$ cat src/include/charging_ctrl_pkg.sv
// Shared constants and types for the charging-port mode controller.
// Assumes a 100 MHz aclk and a 32-bit AXI4-Lite register bus.
package charging_ctrl_pkg;

    // ------------------------------------------------------------
    // Clock and timing
    // ------------------------------------------------------------
    localparam int unsigned CLK_HZ = 100_000_000;
    localparam int unsigned CLK_PER_MS = CLK_HZ / 1000;
    localparam int unsigned PW_IDLE_TIME_S = 15;
    localparam int unsigned PW_IDLE_CYCLES = PW_IDLE_TIME_S * CLK_HZ;
    localparam int unsigned PW_DCHG_TIME_S = 2;
    localparam int unsigned PW_DCHG_CYCLES = PW_DCHG_TIME_S * CLK_HZ;
    localparam int unsigned DCHG_LONG_TIME_MS = 500;
    localparam int unsigned DCHG_LONG_CYCLES = DCHG_LONG_TIME_MS * CLK_PER_MS;
    localparam int unsigned DCHG_SHORT_TIME_MS = 100;
    localparam int unsigned DCHG_SHORT_CYCLES = DCHG_SHORT_TIME_MS * CLK_PER_MS;

    // ------------------------------------------------------------
    // Register map
    // ------------------------------------------------------------
    localparam int unsigned ADDR_W = 12;
    localparam logic [11:0] CTRL_OFFSET = 12'h000;
    localparam logic [11:0] STATUS_OFFSET = 12'h004;
    localparam int unsigned CTRL_HID_HOLD_BIT = 0;
    localparam logic CTRL_HID_HOLD_RESET = 1'h1;
    localparam int unsigned ST_MODE_LSB = 0;
    localparam int unsigned ST_DATA_BIT = 4;
    localparam int unsigned ST_LOAD_BIT = 5;
    localparam int unsigned ST_PW_LSB = 6;
    localparam int unsigned ST_DCHG_BIT = 8;
    localparam int unsigned ST_HOLD_BIT = 9;
    localparam logic [1:0] RESP_OKAY = 2'h0;
    localparam logic [1:0] RESP_SLVERR = 2'h2;

    // ------------------------------------------------------------
    // Modes and states
    // ------------------------------------------------------------
    typedef enum logic [3:0] {
        MODE_DISCHARGE,
        MODE_AUTO,
        MODE_AUTO_DETECT,
        MODE_AUTO_PW,
        MODE_DATA_A,
        MODE_DATA_B,
        MODE_CDP,
        MODE_SHORTED,
        MODE_DIVIDER
    } mode_t;

    typedef enum logic [1:0] {
        PH_INIT,
        PH_OFF,
        PH_SWITCH,
        PH_RUN
    } phase_t;

    typedef enum logic [1:0] {
        PW_HIGH,
        PW_LOW,
        PW_DCHG
    } pw_t;

endpackage

$ cat src/hw/pin_sync.sv
// Two-stage synchroniser for a vector of unrelated pin levels.
// Each bit is independent; no bus coherency is implied.
`timescale 1ns/1ps
module pin_sync #(
    parameter int unsigned WIDTH = 1
) (
    input wire logic aclk,
    input wire logic aresetn,
    input wire logic [WIDTH-1:0] async_in,
    output logic [WIDTH-1:0] sync_out
);

    typedef struct packed {
        logic [WIDTH-1:0] meta;
        logic [WIDTH-1:0] stable;
    } sync_state_t;

    sync_state_t s_q;
    sync_state_t s_d;

    always_comb begin
        s_d.meta = async_in;
        s_d.stable = s_q.meta;
    end

    always_ff @(posedge aclk) begin
        if (!aresetn) begin
            s_q <= '0;
        end else begin
            s_q <= s_d;
        end
    end

    assign sync_out = s_q.stable;

endmodule

$ cat src/hw/charging_mode_load_detect_ctrl.sv
// Mode decoder, port discharge sequencer and power-wake timer of a
// USB charging-port switch, with an AXI4-Lite register slave.
// Assumes analog comparators and D+/D- monitors deliver async levels.
//
// Implementation choices: register access over AXI4-Lite and the register offsets.
`timescale 1ns/1ps
module charging_mode_load_detect_ctrl
    import charging_ctrl_pkg::*;
#(
    parameter int unsigned PW_IDLE_CNT = charging_ctrl_pkg::PW_IDLE_CYCLES,
    parameter int unsigned PW_DCHG_CNT = charging_ctrl_pkg::PW_DCHG_CYCLES,
    parameter int unsigned DCHG_LONG_CNT = charging_ctrl_pkg::DCHG_LONG_CYCLES,
    parameter int unsigned DCHG_SHORT_CNT = charging_ctrl_pkg::DCHG_SHORT_CYCLES
) (
    input wire logic aclk,
    input wire logic aresetn,
    input wire logic [11:0] s_axi_awaddr,
    input wire logic [2:0] s_axi_awprot,
    input wire logic s_axi_awvalid,
    output logic s_axi_awready,
    input wire logic [31:0] s_axi_wdata,
    input wire logic [3:0] s_axi_wstrb,
    input wire logic s_axi_wvalid,
    output logic s_axi_wready,
    output logic [1:0] s_axi_bresp,
    output logic s_axi_bvalid,
    input wire logic s_axi_bready,
    input wire logic [11:0] s_axi_araddr,
    input wire logic [2:0] s_axi_arprot,
    input wire logic s_axi_arvalid,
    output logic s_axi_arready,
    output logic [31:0] s_axi_rdata,
    output logic [1:0] s_axi_rresp,
    output logic s_axi_rvalid,
    input wire logic s_axi_rready,
    input wire logic mode_pin_a,
    input wire logic mode_pin_b,
    input wire logic mode_pin_c,
    input wire logic limit_select,
    input wire logic load_above_threshold,
    input wire logic primary_detect_done,
    input wire logic load_below_wake_level,
    input wire logic at_wake_limit,
    input wire logic input_device_seen,
    output charging_ctrl_pkg::mode_t charge_mode,
    output logic port_enable,
    output logic port_discharge,
    output logic data_switch_on,
    output logic sel_high_current_limit,
    output logic sel_low_current_limit,
    output logic sel_power_wake_internal_limit,
    output logic load_present_n
);
    import charging_ctrl_pkg::*;

    // ------------------------------------------------------------
    // Parameter checks
    // ------------------------------------------------------------
    if (PW_IDLE_CNT < 1 || PW_DCHG_CNT < 1 || DCHG_LONG_CNT < 1 || DCHG_SHORT_CNT < 1) begin
        $error("charging ctrl: every timing count must be at least one cycle");
    end

    // ------------------------------------------------------------
    // State
    // ------------------------------------------------------------
    typedef struct packed {
        phase_t phase;
        mode_t mode;
        pw_t pw;
        logic [2:0] pins;
        logic lim;
        logic [31:0] cnt;
        logic [31:0] dchg_len;
        logic hold;
        logic hid_hold_en;
        logic aw_got;
        logic [11:0] awaddr;
        logic w_got;
        logic [31:0] wdata;
        logic wstrb0;
        logic bvalid;
        logic [1:0] bresp;
        logic rvalid;
        logic [31:0] rdata;
        logic [1:0] rresp;
        logic o_en;
        logic o_dchg;
        logic o_data;
        logic o_hi;
        logic o_lo;
        logic o_pw;
        logic o_load_n;
    } ctrl_state_t;

    ctrl_state_t s_q;
    ctrl_state_t s_d;

    logic [8:0] pin_sync_out;
    logic [2:0] pins_now;
    logic lim_now;
    logic load_hi_s;
    logic prim_s;
    logic below_s;
    logic at_lim_s;
    logic hid_s;

    // Pins and analog flags are asynchronous to aclk
    pin_sync #(
        .WIDTH(9)
    ) u_pin_sync (
        .aclk(aclk),
        .aresetn(aresetn),
        .async_in({input_device_seen, at_wake_limit, load_below_wake_level,
                   primary_detect_done, load_above_threshold, limit_select,
                   mode_pin_a, mode_pin_b, mode_pin_c}),
        .sync_out(pin_sync_out)
    );

    assign pins_now = pin_sync_out[2:0];
    assign lim_now = pin_sync_out[3];
    assign load_hi_s = pin_sync_out[4];
    assign prim_s = pin_sync_out[5];
    assign below_s = pin_sync_out[6];
    assign at_lim_s = pin_sync_out[7];
    assign hid_s = pin_sync_out[8];

    // ------------------------------------------------------------
    // Functions
    // ------------------------------------------------------------
    function automatic mode_t decode_mode(input logic [2:0] p, input logic l);
        mode_t m;
        m = MODE_DISCHARGE;
        unique case (p)
            3'h0: m = MODE_DISCHARGE;
            3'h1: m = l ? MODE_AUTO_PW : MODE_AUTO;
            3'h2: m = MODE_DATA_A;
            3'h3: m = l ? MODE_AUTO_DETECT : MODE_AUTO;
            3'h4: m = MODE_SHORTED;
            3'h5: m = MODE_DIVIDER;
            3'h6: m = MODE_DATA_A;
            3'h7: m = l ? MODE_CDP : MODE_DATA_B;
        endcase
        return m;
    endfunction

    function automatic logic is_auto(input mode_t m);
        return m == MODE_AUTO || m == MODE_AUTO_DETECT || m == MODE_AUTO_PW;
    endfunction

    function automatic logic is_data(input mode_t m);
        return m == MODE_DATA_A || m == MODE_DATA_B || m == MODE_CDP;
    endfunction

    // ------------------------------------------------------------
    // Next state
    // ------------------------------------------------------------
    mode_t tgt;
    logic hid_block;
    logic need_dchg;
    logic wr_fire;
    logic [31:0] status_word;

    always_comb begin
        s_d = s_q;
        tgt = decode_mode(pins_now, lim_now);
        hid_block = s_q.hid_hold_en && hid_s && pins_now == 3'h3
                    && (s_q.pins == 3'h7 || s_q.pins == 3'h2);
        need_dchg = !(tgt == s_q.mode)
                    && !((s_q.mode == MODE_DATA_B || s_q.mode == MODE_CDP)
                         && (tgt == MODE_DATA_B || tgt == MODE_CDP))
                    && !(is_auto(s_q.mode) && is_auto(tgt))
                    && !(s_q.mode == MODE_DATA_A && tgt == MODE_DATA_A);

        unique case (s_q.phase)
            // initial discharge before pins are trusted
            PH_INIT: begin
                s_d.cnt = s_q.cnt + 32'h1;
                if (s_q.cnt >= 32'(DCHG_SHORT_CNT - 1)) begin
                    s_d.cnt = '0;
                    s_d.mode = tgt;
                    s_d.pins = pins_now;
                    s_d.lim = lim_now;
                    s_d.pw = PW_HIGH;
                    s_d.phase = (tgt == MODE_DISCHARGE) ? PH_OFF : PH_RUN;
                end
            end
            PH_OFF: begin
                s_d.pins = pins_now;
                s_d.lim = lim_now;
                if (tgt != MODE_DISCHARGE) begin
                    s_d.mode = tgt;
                    s_d.pw = PW_HIGH;
                    s_d.cnt = '0;
                    s_d.phase = PH_RUN;
                end
            end
            PH_SWITCH: begin
                s_d.cnt = s_q.cnt + 32'h1;
                if (s_q.cnt >= s_q.dchg_len - 32'h1) begin
                    s_d.cnt = '0;
                    s_d.mode = tgt;
                    s_d.pins = pins_now;
                    s_d.lim = lim_now;
                    s_d.pw = PW_HIGH;
                    s_d.phase = (tgt == MODE_DISCHARGE) ? PH_OFF : PH_RUN;
                end
            end
            PH_RUN: begin
                s_d.hold = hid_block;
                if (tgt == MODE_DISCHARGE) begin
                    s_d.mode = MODE_DISCHARGE;
                    s_d.pins = pins_now;
                    s_d.cnt = '0;
                    s_d.phase = PH_OFF;
                end else if (hid_block) begin
                    s_d.lim = lim_now;
                end else if (need_dchg) begin
                    // long from a data mode into auto, short otherwise
                    s_d.dchg_len = (is_data(s_q.mode) && is_auto(tgt))
                                   ? 32'(DCHG_LONG_CNT) : 32'(DCHG_SHORT_CNT);
                    s_d.cnt = '0;
                    s_d.phase = PH_SWITCH;
                end else begin
                    s_d.mode = tgt;
                    s_d.pins = pins_now;
                    s_d.lim = lim_now;
                    if (tgt == MODE_AUTO_PW && s_q.mode != MODE_AUTO_PW) begin
                        s_d.pw = PW_HIGH;
                        s_d.cnt = '0;
                    end else if (s_q.mode == MODE_AUTO_PW) begin
                        unique case (s_q.pw)
                            PW_HIGH: begin
                                s_d.cnt = below_s ? s_q.cnt + 32'h1 : 32'h0;
                                if (below_s && s_q.cnt >= 32'(PW_IDLE_CNT - 1)) begin
                                    s_d.pw = PW_LOW;
                                    s_d.cnt = '0;
                                end
                            end
                            PW_LOW: begin
                                if (at_lim_s) begin
                                    s_d.pw = PW_DCHG;
                                    s_d.cnt = '0;
                                end
                            end
                            PW_DCHG: begin
                                s_d.cnt = s_q.cnt + 32'h1;
                                if (s_q.cnt >= 32'(PW_DCHG_CNT - 1)) begin
                                    s_d.pw = PW_HIGH;
                                    s_d.cnt = '0;
                                end
                            end
                            default: s_d.pw = PW_HIGH;
                        endcase
                    end
                end
            end
        endcase

        // Outputs follow the next state so they leave flops aligned with it
        s_d.o_en = s_d.phase == PH_RUN && !(s_d.mode == MODE_AUTO_PW && s_d.pw == PW_DCHG);
        s_d.o_dchg = !s_d.o_en;
        s_d.o_data = s_d.o_en && is_data(s_d.mode);
        s_d.o_pw = s_d.o_en && s_d.mode == MODE_AUTO_PW && s_d.pw == PW_LOW;
        s_d.o_lo = s_d.o_en && ((!s_d.lim
                   && (s_d.mode == MODE_DATA_A || s_d.mode == MODE_SHORTED
                       || s_d.mode == MODE_DIVIDER)) || s_d.mode == MODE_DATA_B);
        s_d.o_hi = s_d.o_en && !s_d.o_lo && !s_d.o_pw;
        // inactive high unless a detecting mode
        s_d.o_load_n = 1'b1;
        if (s_d.phase == PH_RUN) begin
            unique case (s_d.mode)
                MODE_CDP: s_d.o_load_n = !(load_hi_s || prim_s);
                MODE_AUTO_DETECT: s_d.o_load_n = !load_hi_s;
                MODE_AUTO_PW: s_d.o_load_n = s_d.pw == PW_LOW;
                default: s_d.o_load_n = 1'b1;
            endcase
        end

        // ------------------------------------------------------------
        // AXI4-Lite slave
        // ------------------------------------------------------------
        if (s_axi_awvalid && s_axi_awready) begin
            s_d.aw_got = 1'b1;
            s_d.awaddr = s_axi_awaddr;
        end
        if (s_axi_wvalid && s_axi_wready) begin
            s_d.w_got = 1'b1;
            s_d.wdata = s_axi_wdata;
            s_d.wstrb0 = s_axi_wstrb[0];
        end
        wr_fire = s_q.aw_got && s_q.w_got && !s_q.bvalid;
        if (wr_fire) begin
            s_d.aw_got = 1'b0;
            s_d.w_got = 1'b0;
            s_d.bvalid = 1'b1;
            s_d.bresp = RESP_OKAY;
            if (s_q.awaddr[11:2] == CTRL_OFFSET[11:2]) begin
                if (s_q.wstrb0) begin
                    s_d.hid_hold_en = s_q.wdata[CTRL_HID_HOLD_BIT];
                end
            end else if (s_q.awaddr[11:2] != STATUS_OFFSET[11:2]) begin
                s_d.bresp = RESP_SLVERR;
            end
        end
        if (s_q.bvalid && s_axi_bready) begin
            s_d.bvalid = 1'b0;
        end

        status_word = '0;
        status_word[ST_MODE_LSB +: 4] = s_q.mode;
        status_word[ST_DATA_BIT] = s_q.o_data;
        status_word[ST_LOAD_BIT] = !s_q.o_load_n;
        status_word[ST_PW_LSB +: 2] = s_q.pw;
        status_word[ST_DCHG_BIT] = s_q.o_dchg;
        status_word[ST_HOLD_BIT] = s_q.hold;
        if (s_axi_arvalid && s_axi_arready) begin
            s_d.rvalid = 1'b1;
            s_d.rresp = RESP_OKAY;
            s_d.rdata = '0;
            if (s_axi_araddr[11:2] == CTRL_OFFSET[11:2]) begin
                s_d.rdata[CTRL_HID_HOLD_BIT] = s_q.hid_hold_en;
            end else if (s_axi_araddr[11:2] == STATUS_OFFSET[11:2]) begin
                s_d.rdata = status_word;
            end else begin
                s_d.rresp = RESP_SLVERR;
            end
        end else if (s_q.rvalid && s_axi_rready) begin
            s_d.rvalid = 1'b0;
        end
    end

    always_ff @(posedge aclk) begin
        if (!aresetn) begin
            // reset lands in discharging initial state
            s_q <= '0;
            s_q.phase <= PH_INIT;
            s_q.mode <= MODE_DISCHARGE;
            s_q.pw <= PW_HIGH;
            s_q.dchg_len <= 32'(DCHG_SHORT_CNT);
            s_q.hid_hold_en <= CTRL_HID_HOLD_RESET;
            s_q.o_dchg <= 1'b1;
            s_q.o_load_n <= 1'b1;
        end else begin
            s_q <= s_d;
        end
    end

    // ------------------------------------------------------------
    // Outputs
    // ------------------------------------------------------------
    // One write in flight; address and data may arrive in either order
    assign s_axi_awready = !s_q.aw_got && !s_q.bvalid;
    assign s_axi_wready = !s_q.w_got && !s_q.bvalid;
    assign s_axi_bvalid = s_q.bvalid;
    assign s_axi_bresp = s_q.bresp;
    assign s_axi_arready = !s_q.rvalid;
    assign s_axi_rvalid = s_q.rvalid;
    assign s_axi_rdata = s_q.rdata;
    assign s_axi_rresp = s_q.rresp;

    assign charge_mode = s_q.mode;
    assign port_enable = s_q.o_en;
    assign port_discharge = s_q.o_dchg;
    assign data_switch_on = s_q.o_data;
    assign sel_high_current_limit = s_q.o_hi;
    assign sel_low_current_limit = s_q.o_lo;
    assign sel_power_wake_internal_limit = s_q.o_pw;
    assign load_present_n = s_q.o_load_n;

endmodule

$ cat config.mk
export PLATFORM = sky130hd
export DESIGN_NAME = charging_mode_load_detect_ctrl
export DESIGN_NICKNAME = d
export VERILOG_FILES = /design/src/include/charging_ctrl_pkg.sv /design/src/hw/pin_sync.sv /design/src/hw/charging_mode_load_detect_ctrl.sv
export SDC_FILE = /design/constraint.sdc
export NUM_CORES = 1
export LEC_CHECK = 0
export BUFFER_PORTS_ARGS = -buffer_cell sky130_fd_sc_hd__buf_2
export CAP_MARGIN = 20
export CORE_ASPECT_RATIO = 1.1
export CORE_MARGIN = 2
export CORE_UTILIZATION = 40
export CTS_BUF_LIST = sky130_fd_sc_hd__clkbuf_8
export DETAILED_ROUTE_END_ITERATION = 10
export HOLD_SLACK_MARGIN = 0.12
export SYNTH_ARGS = -nofsm -noshare
export SYNTH_HDL_FRONTEND = slang
export SYNTH_SLANG_ARGS = --single-unit
$ cat constraint.sdc
create_clock -name aclk -period 7.8 [get_ports aclk]
set_input_delay 0 -clock aclk [delete_from_list [all_inputs] [get_ports aclk]]
set_output_delay 0 -clock aclk [all_outputs]
set_load 0.03 [all_outputs]
==> metrics.log <==
INFO  metric status = complete, no violations
INFO  metric dp_hpwl = 9432 µm
INFO  metric setup_repair_after_global_routing_missed_its_margin = no
INFO  metric drt-vias-per-instance = 5.209
INFO  metric synthCells = 685
INFO  metric antenna-diode-count = 0
INFO  metric gp_congestion = 0.9230
INFO  metric cts.path.max_buffers = 2
INFO  metric synth_seq_cells = 101
INFO  metric initial_utilization = 0.4102
INFO  metric post_cts.repair.setup_buffers = 0
INFO  metric finalWorstPathRequiredPeriod = 3.495 ns
INFO  metric io_pins = 134
INFO  metric crit_chain = nand2b_1, o21ai_1, o221a_2, a21o_1, a21oi_1, o211a_1, o21a_1, nor4b_1, xnor2_1, nor2_1
INFO  metric power_per_cell_area = 155.1 mW/mm²
INFO  metric drt-total-wl = 13,260 µm
INFO  metric synthesis.yosys.warnings = 0
INFO  metric timing.critical_path.arrival = 3.77 ns
INFO  metric whs_path_depth = 4
INFO  metric fin_hold_viols = 0
INFO  metric final_layout_size_suffix_gt1_frac = 0.1563
INFO  metric grt_first_pass_wirelength = 22,300 µm
INFO  metric cts_sinks = 101
INFO  metric placed_cells = 883
INFO  metric insertion_delay = 0.39 ns
INFO  metric final.setup_skew = 0.01403 ns
INFO  metric drtIter0Drc = 226
INFO  metric route.antenna.remaining_nets = 0
INFO  metric netlist.area_leader.share = 0.3573
INFO  metric crit_slowest_cell = dfxtp_1
INFO  metric r2r_cells = 10
INFO  metric fmax = 286.1 MHz
INFO  metric clock_tree_from_tritoncts = yes
INFO  metric synth.yosys.seq_area_share = 0.3573
INFO  metric final_net_count = 832
INFO  metric number_of_antenna_violations_at_the_first_check_in_global_routing = 0
INFO  metric vdd_ir_drop_max = 77.39 µV
INFO  metric flow.area_growth_from_synthesis = 12.34%
INFO  metric worst_slew_margin_rel = 0.3963
INFO  metric post_cts_resized = 0
INFO  metric netlist_area_pre_place = 0.005659 mm²
INFO  metric count_of_flip_flops_with_a_built_in_enable_after_synthesis = 0
INFO  metric tritoncts.num_buffers = 9
INFO  metric worst_min_delay_path_category = input pin to register
INFO  metric route.detailed.drc = 0
INFO  metric cts-hold-fix-buffers = 30
INFO  metric crit_path_start_kind = register
INFO  metric total_power = 0.9861 mW
INFO  metric cts_root_buf = clkbuf_8
INFO  metric slowest_delay = 0.77 ns
INFO  metric number_of_distinct_standard_cells_referenced_by_the_synthesized_netlist = 84
INFO  metric critical_path_peak_fanout = 25
INFO  metric synth_top_flop_cell = dfxtp_1
INFO  metric max_cap_viol_count = 0
INFO  metric final-setup-viol-count = 0
INFO  metric worstMarginPinSlew = 0.9055 ns
INFO  metric grt_overflow_total = 0
INFO  metric required = 8.07 ns
INFO  metric grt_start_max_net_pins = 67
INFO  metric placeableCoreArea = 0.01379 mm²
INFO  metric port_buffers = 65
INFO  metric die_height = 128.8 µm
INFO  metric number_of_standard_cells_in_the_final_layout_excluding_fillers = 930
INFO  metric leakage = 2.483 nW
INFO  metric crit_path_class = register to register
INFO  metric htree_levels = 3
INFO  metric gr-usage-all-layers = 0.1799
INFO  metric die_footprint = 0.01512 mm²
INFO  metric timing.final.max_slew_violations = 0
INFO  metric die_width = 117.4 µm
INFO  metric vias = 4,844
INFO  metric layout_worst_path_cycle_share = 0.4481
INFO  metric placement_rows = 45
INFO  metric crit_path_end_kind = register
INFO  metric mean_cell_area_of_the_mapped_netlist = 8.262 µm²
INFO  metric async_flop_share = 0
INFO  metric yosysTopAreaCell = dfxtp_1
INFO  metric fin_tns_setup = 0 ns
INFO  metric first_global_vias = 4,512
INFO  metric drt_pre_antenna_iters = 5
INFO  metric wl_per_cell = 14.26 µm
INFO  metric synth_top_cells_by_area = dfxtp_1 (36%), buf_4 (5.4%), nand2_1 (4.3%)
INFO  metric clk_pin_slew = 0.10 ns
[per-stage QoR]
stage | hold slack, ns | instance area [µm²] | setup slack (ns) | util
after global placement | 0.2061 | 5833 | 4.244 | 0.4229
after floorplan | 0.1273 | 5746 | 5.102 | -
after global routing | 0.1921 | 6357 | 4.024 | 0.4609
after CTS | 0.1237 | 6350 | 4.251 | 0.4603
final | 0.1463 | 6357 | 4.305 | 0.4609
after detailed placement | 0.2115 | 5833 | 4.254 | 0.4229
[report_power, final]
| part | switching [mW] | internal, mW | total [mW] |
|---|---|---|---|
| Sequential | 0.00933 | 0.528 | 0.537 |
| Clock | 0.194 | 0.164 | 0.358 |
| Combinational | 0.0547 | 0.0366 | 0.0913 |
| Total | 0.258 | 0.728 | 0.986 |
[logic make-up (layout without fill, tap and decap cells)]
logic type / Yosys count / count (layout) / share of synthesized area
simple gates: 294 / 294 / 0.2750
compound gates: 142 / 142 / 0.1877
buf+inv: 103 / 137 / 0.1008
flops: 101 / 101 / 0.3573
xor+xnor: 25 / 25 / 0.03869
fa+ha+maj: 14 / 14 / 0.03073
mux: 5 / 5 / 0.009065
other cells: 1 / 24 / 0.0006626
[metal layers]
metal | global-route usage | up-vias | share of wire
li1 | - | 2442 | -
met1 | 0.2247 | 2276 | 0.46
met2 | 0.3182 | 110 | 0.48
met3 | 0.03324 | 16 | 0.045
met4 | 0.05386 | 0 | 0.014
met5 | 0 | - | 0
[worst max-delay path: cells and delay by family, from the launching register on]
| family | cells | cell delay [ns] |
|---|---|---|
| XOR/XNOR | 1 | 0.16 |
| AND/OR/NAND/NOR | 3 | 0.81 |
| flip-flops | 1 | 0.77 |
| AO/OA/AOI/OAI | 6 | 1.64 |
[cell usage after synthesis, types with 3 or more instances]
| master | instances |
|---|---|
| ha_1 | 13 |
| or3_1 | 11 |
| nand2b_1 | 4 |
| a21boi_0 | 16 |
| clkbuf_1 | 24 |
| nand4_1 | 16 |
| buf_4 | 41 |
| inv_1 | 24 |
| o21ai_0 | 22 |
| xnor2_1 | 10 |
| o21ai_1 | 3 |
| xor2_1 | 15 |
| a21o_1 | 3 |
| nand3_1 | 21 |
| a31oi_1 | 7 |
| nand3b_1 | 4 |
| o21bai_1 | 3 |
| nor2b_1 | 26 |
| and2_1 | 32 |
| and3_1 | 5 |
| nor3_1 | 19 |
| o211ai_1 | 3 |
| o221a_2 | 3 |
| a211oi_1 | 5 |
| buf_2 | 10 |
| or2_2 | 5 |
| nor2_1 | 56 |
| nand2_1 | 65 |
| o21a_1 | 3 |
| and4_1 | 3 |
| a21oi_1 | 25 |
| mux2i_1 | 4 |
| dfxtp_1 | 101 |
| a22oi_1 | 12 |
| nor4_1 | 9 |
| a211o_1 | 4 |
[sequential cells by signal, indices dropped and copies added (netlist names), 4 cells and up]
register             flops
s_q                     58
u_pin_sync.s_d           9
s_axi_rdata             10
u_pin_sync.sync_out      9
charge_mode              4
[cell usage in the layout, fill, tap and decap left out, types with 5 or more instances in the layout]
master and instances:
ha_1 13, a21oi_1 25, nor2_1 56, nor2b_1 26, nand2_1 65, and2_1 32
a211oi_1 5, conb_1 24, and3_1 5, or3_1 11, or2_2 5, a31oi_1 7
nand3_1 21, nand4_1 16, buf_2 65, nor4_1 9, a22oi_1 12, o21ai_0 22
xor2_1 15, inv_1 24, dlygate4sd3_1 30, xnor2_1 10, a21boi_0 16, nor3_1 19
dfxtp_1 101, clkbuf_8 10
[path summary, 6_finish.rpt]
| kind | end | slack [ns] | from |
|---|---|---|---|
| worst max-delay path | s_q[154] | 4.30 | u_pin_sync.sync_out[0] |
| worst min register to register | u_pin_sync.sync_out[6] | 0.44 | u_pin_sync.s_d[6] |
| worst min-delay path | s_q[89] | 0.15 | s_axi_awvalid |
| worst max register to register | s_q[154] | 4.30 | u_pin_sync.sync_out[0] |
[cell type report]
type	count	area (µm²)
fillers	1363	7437
well taps	188	235.2
multi-input cells	504	3153
clock inverters	6	78.83
repair buffers	97	640.6
clock buffers	10	137.6
flip-flops and latches	101	2022
inverters	24	90.09
Note: power is estimated with default switching activity, not from simulation.
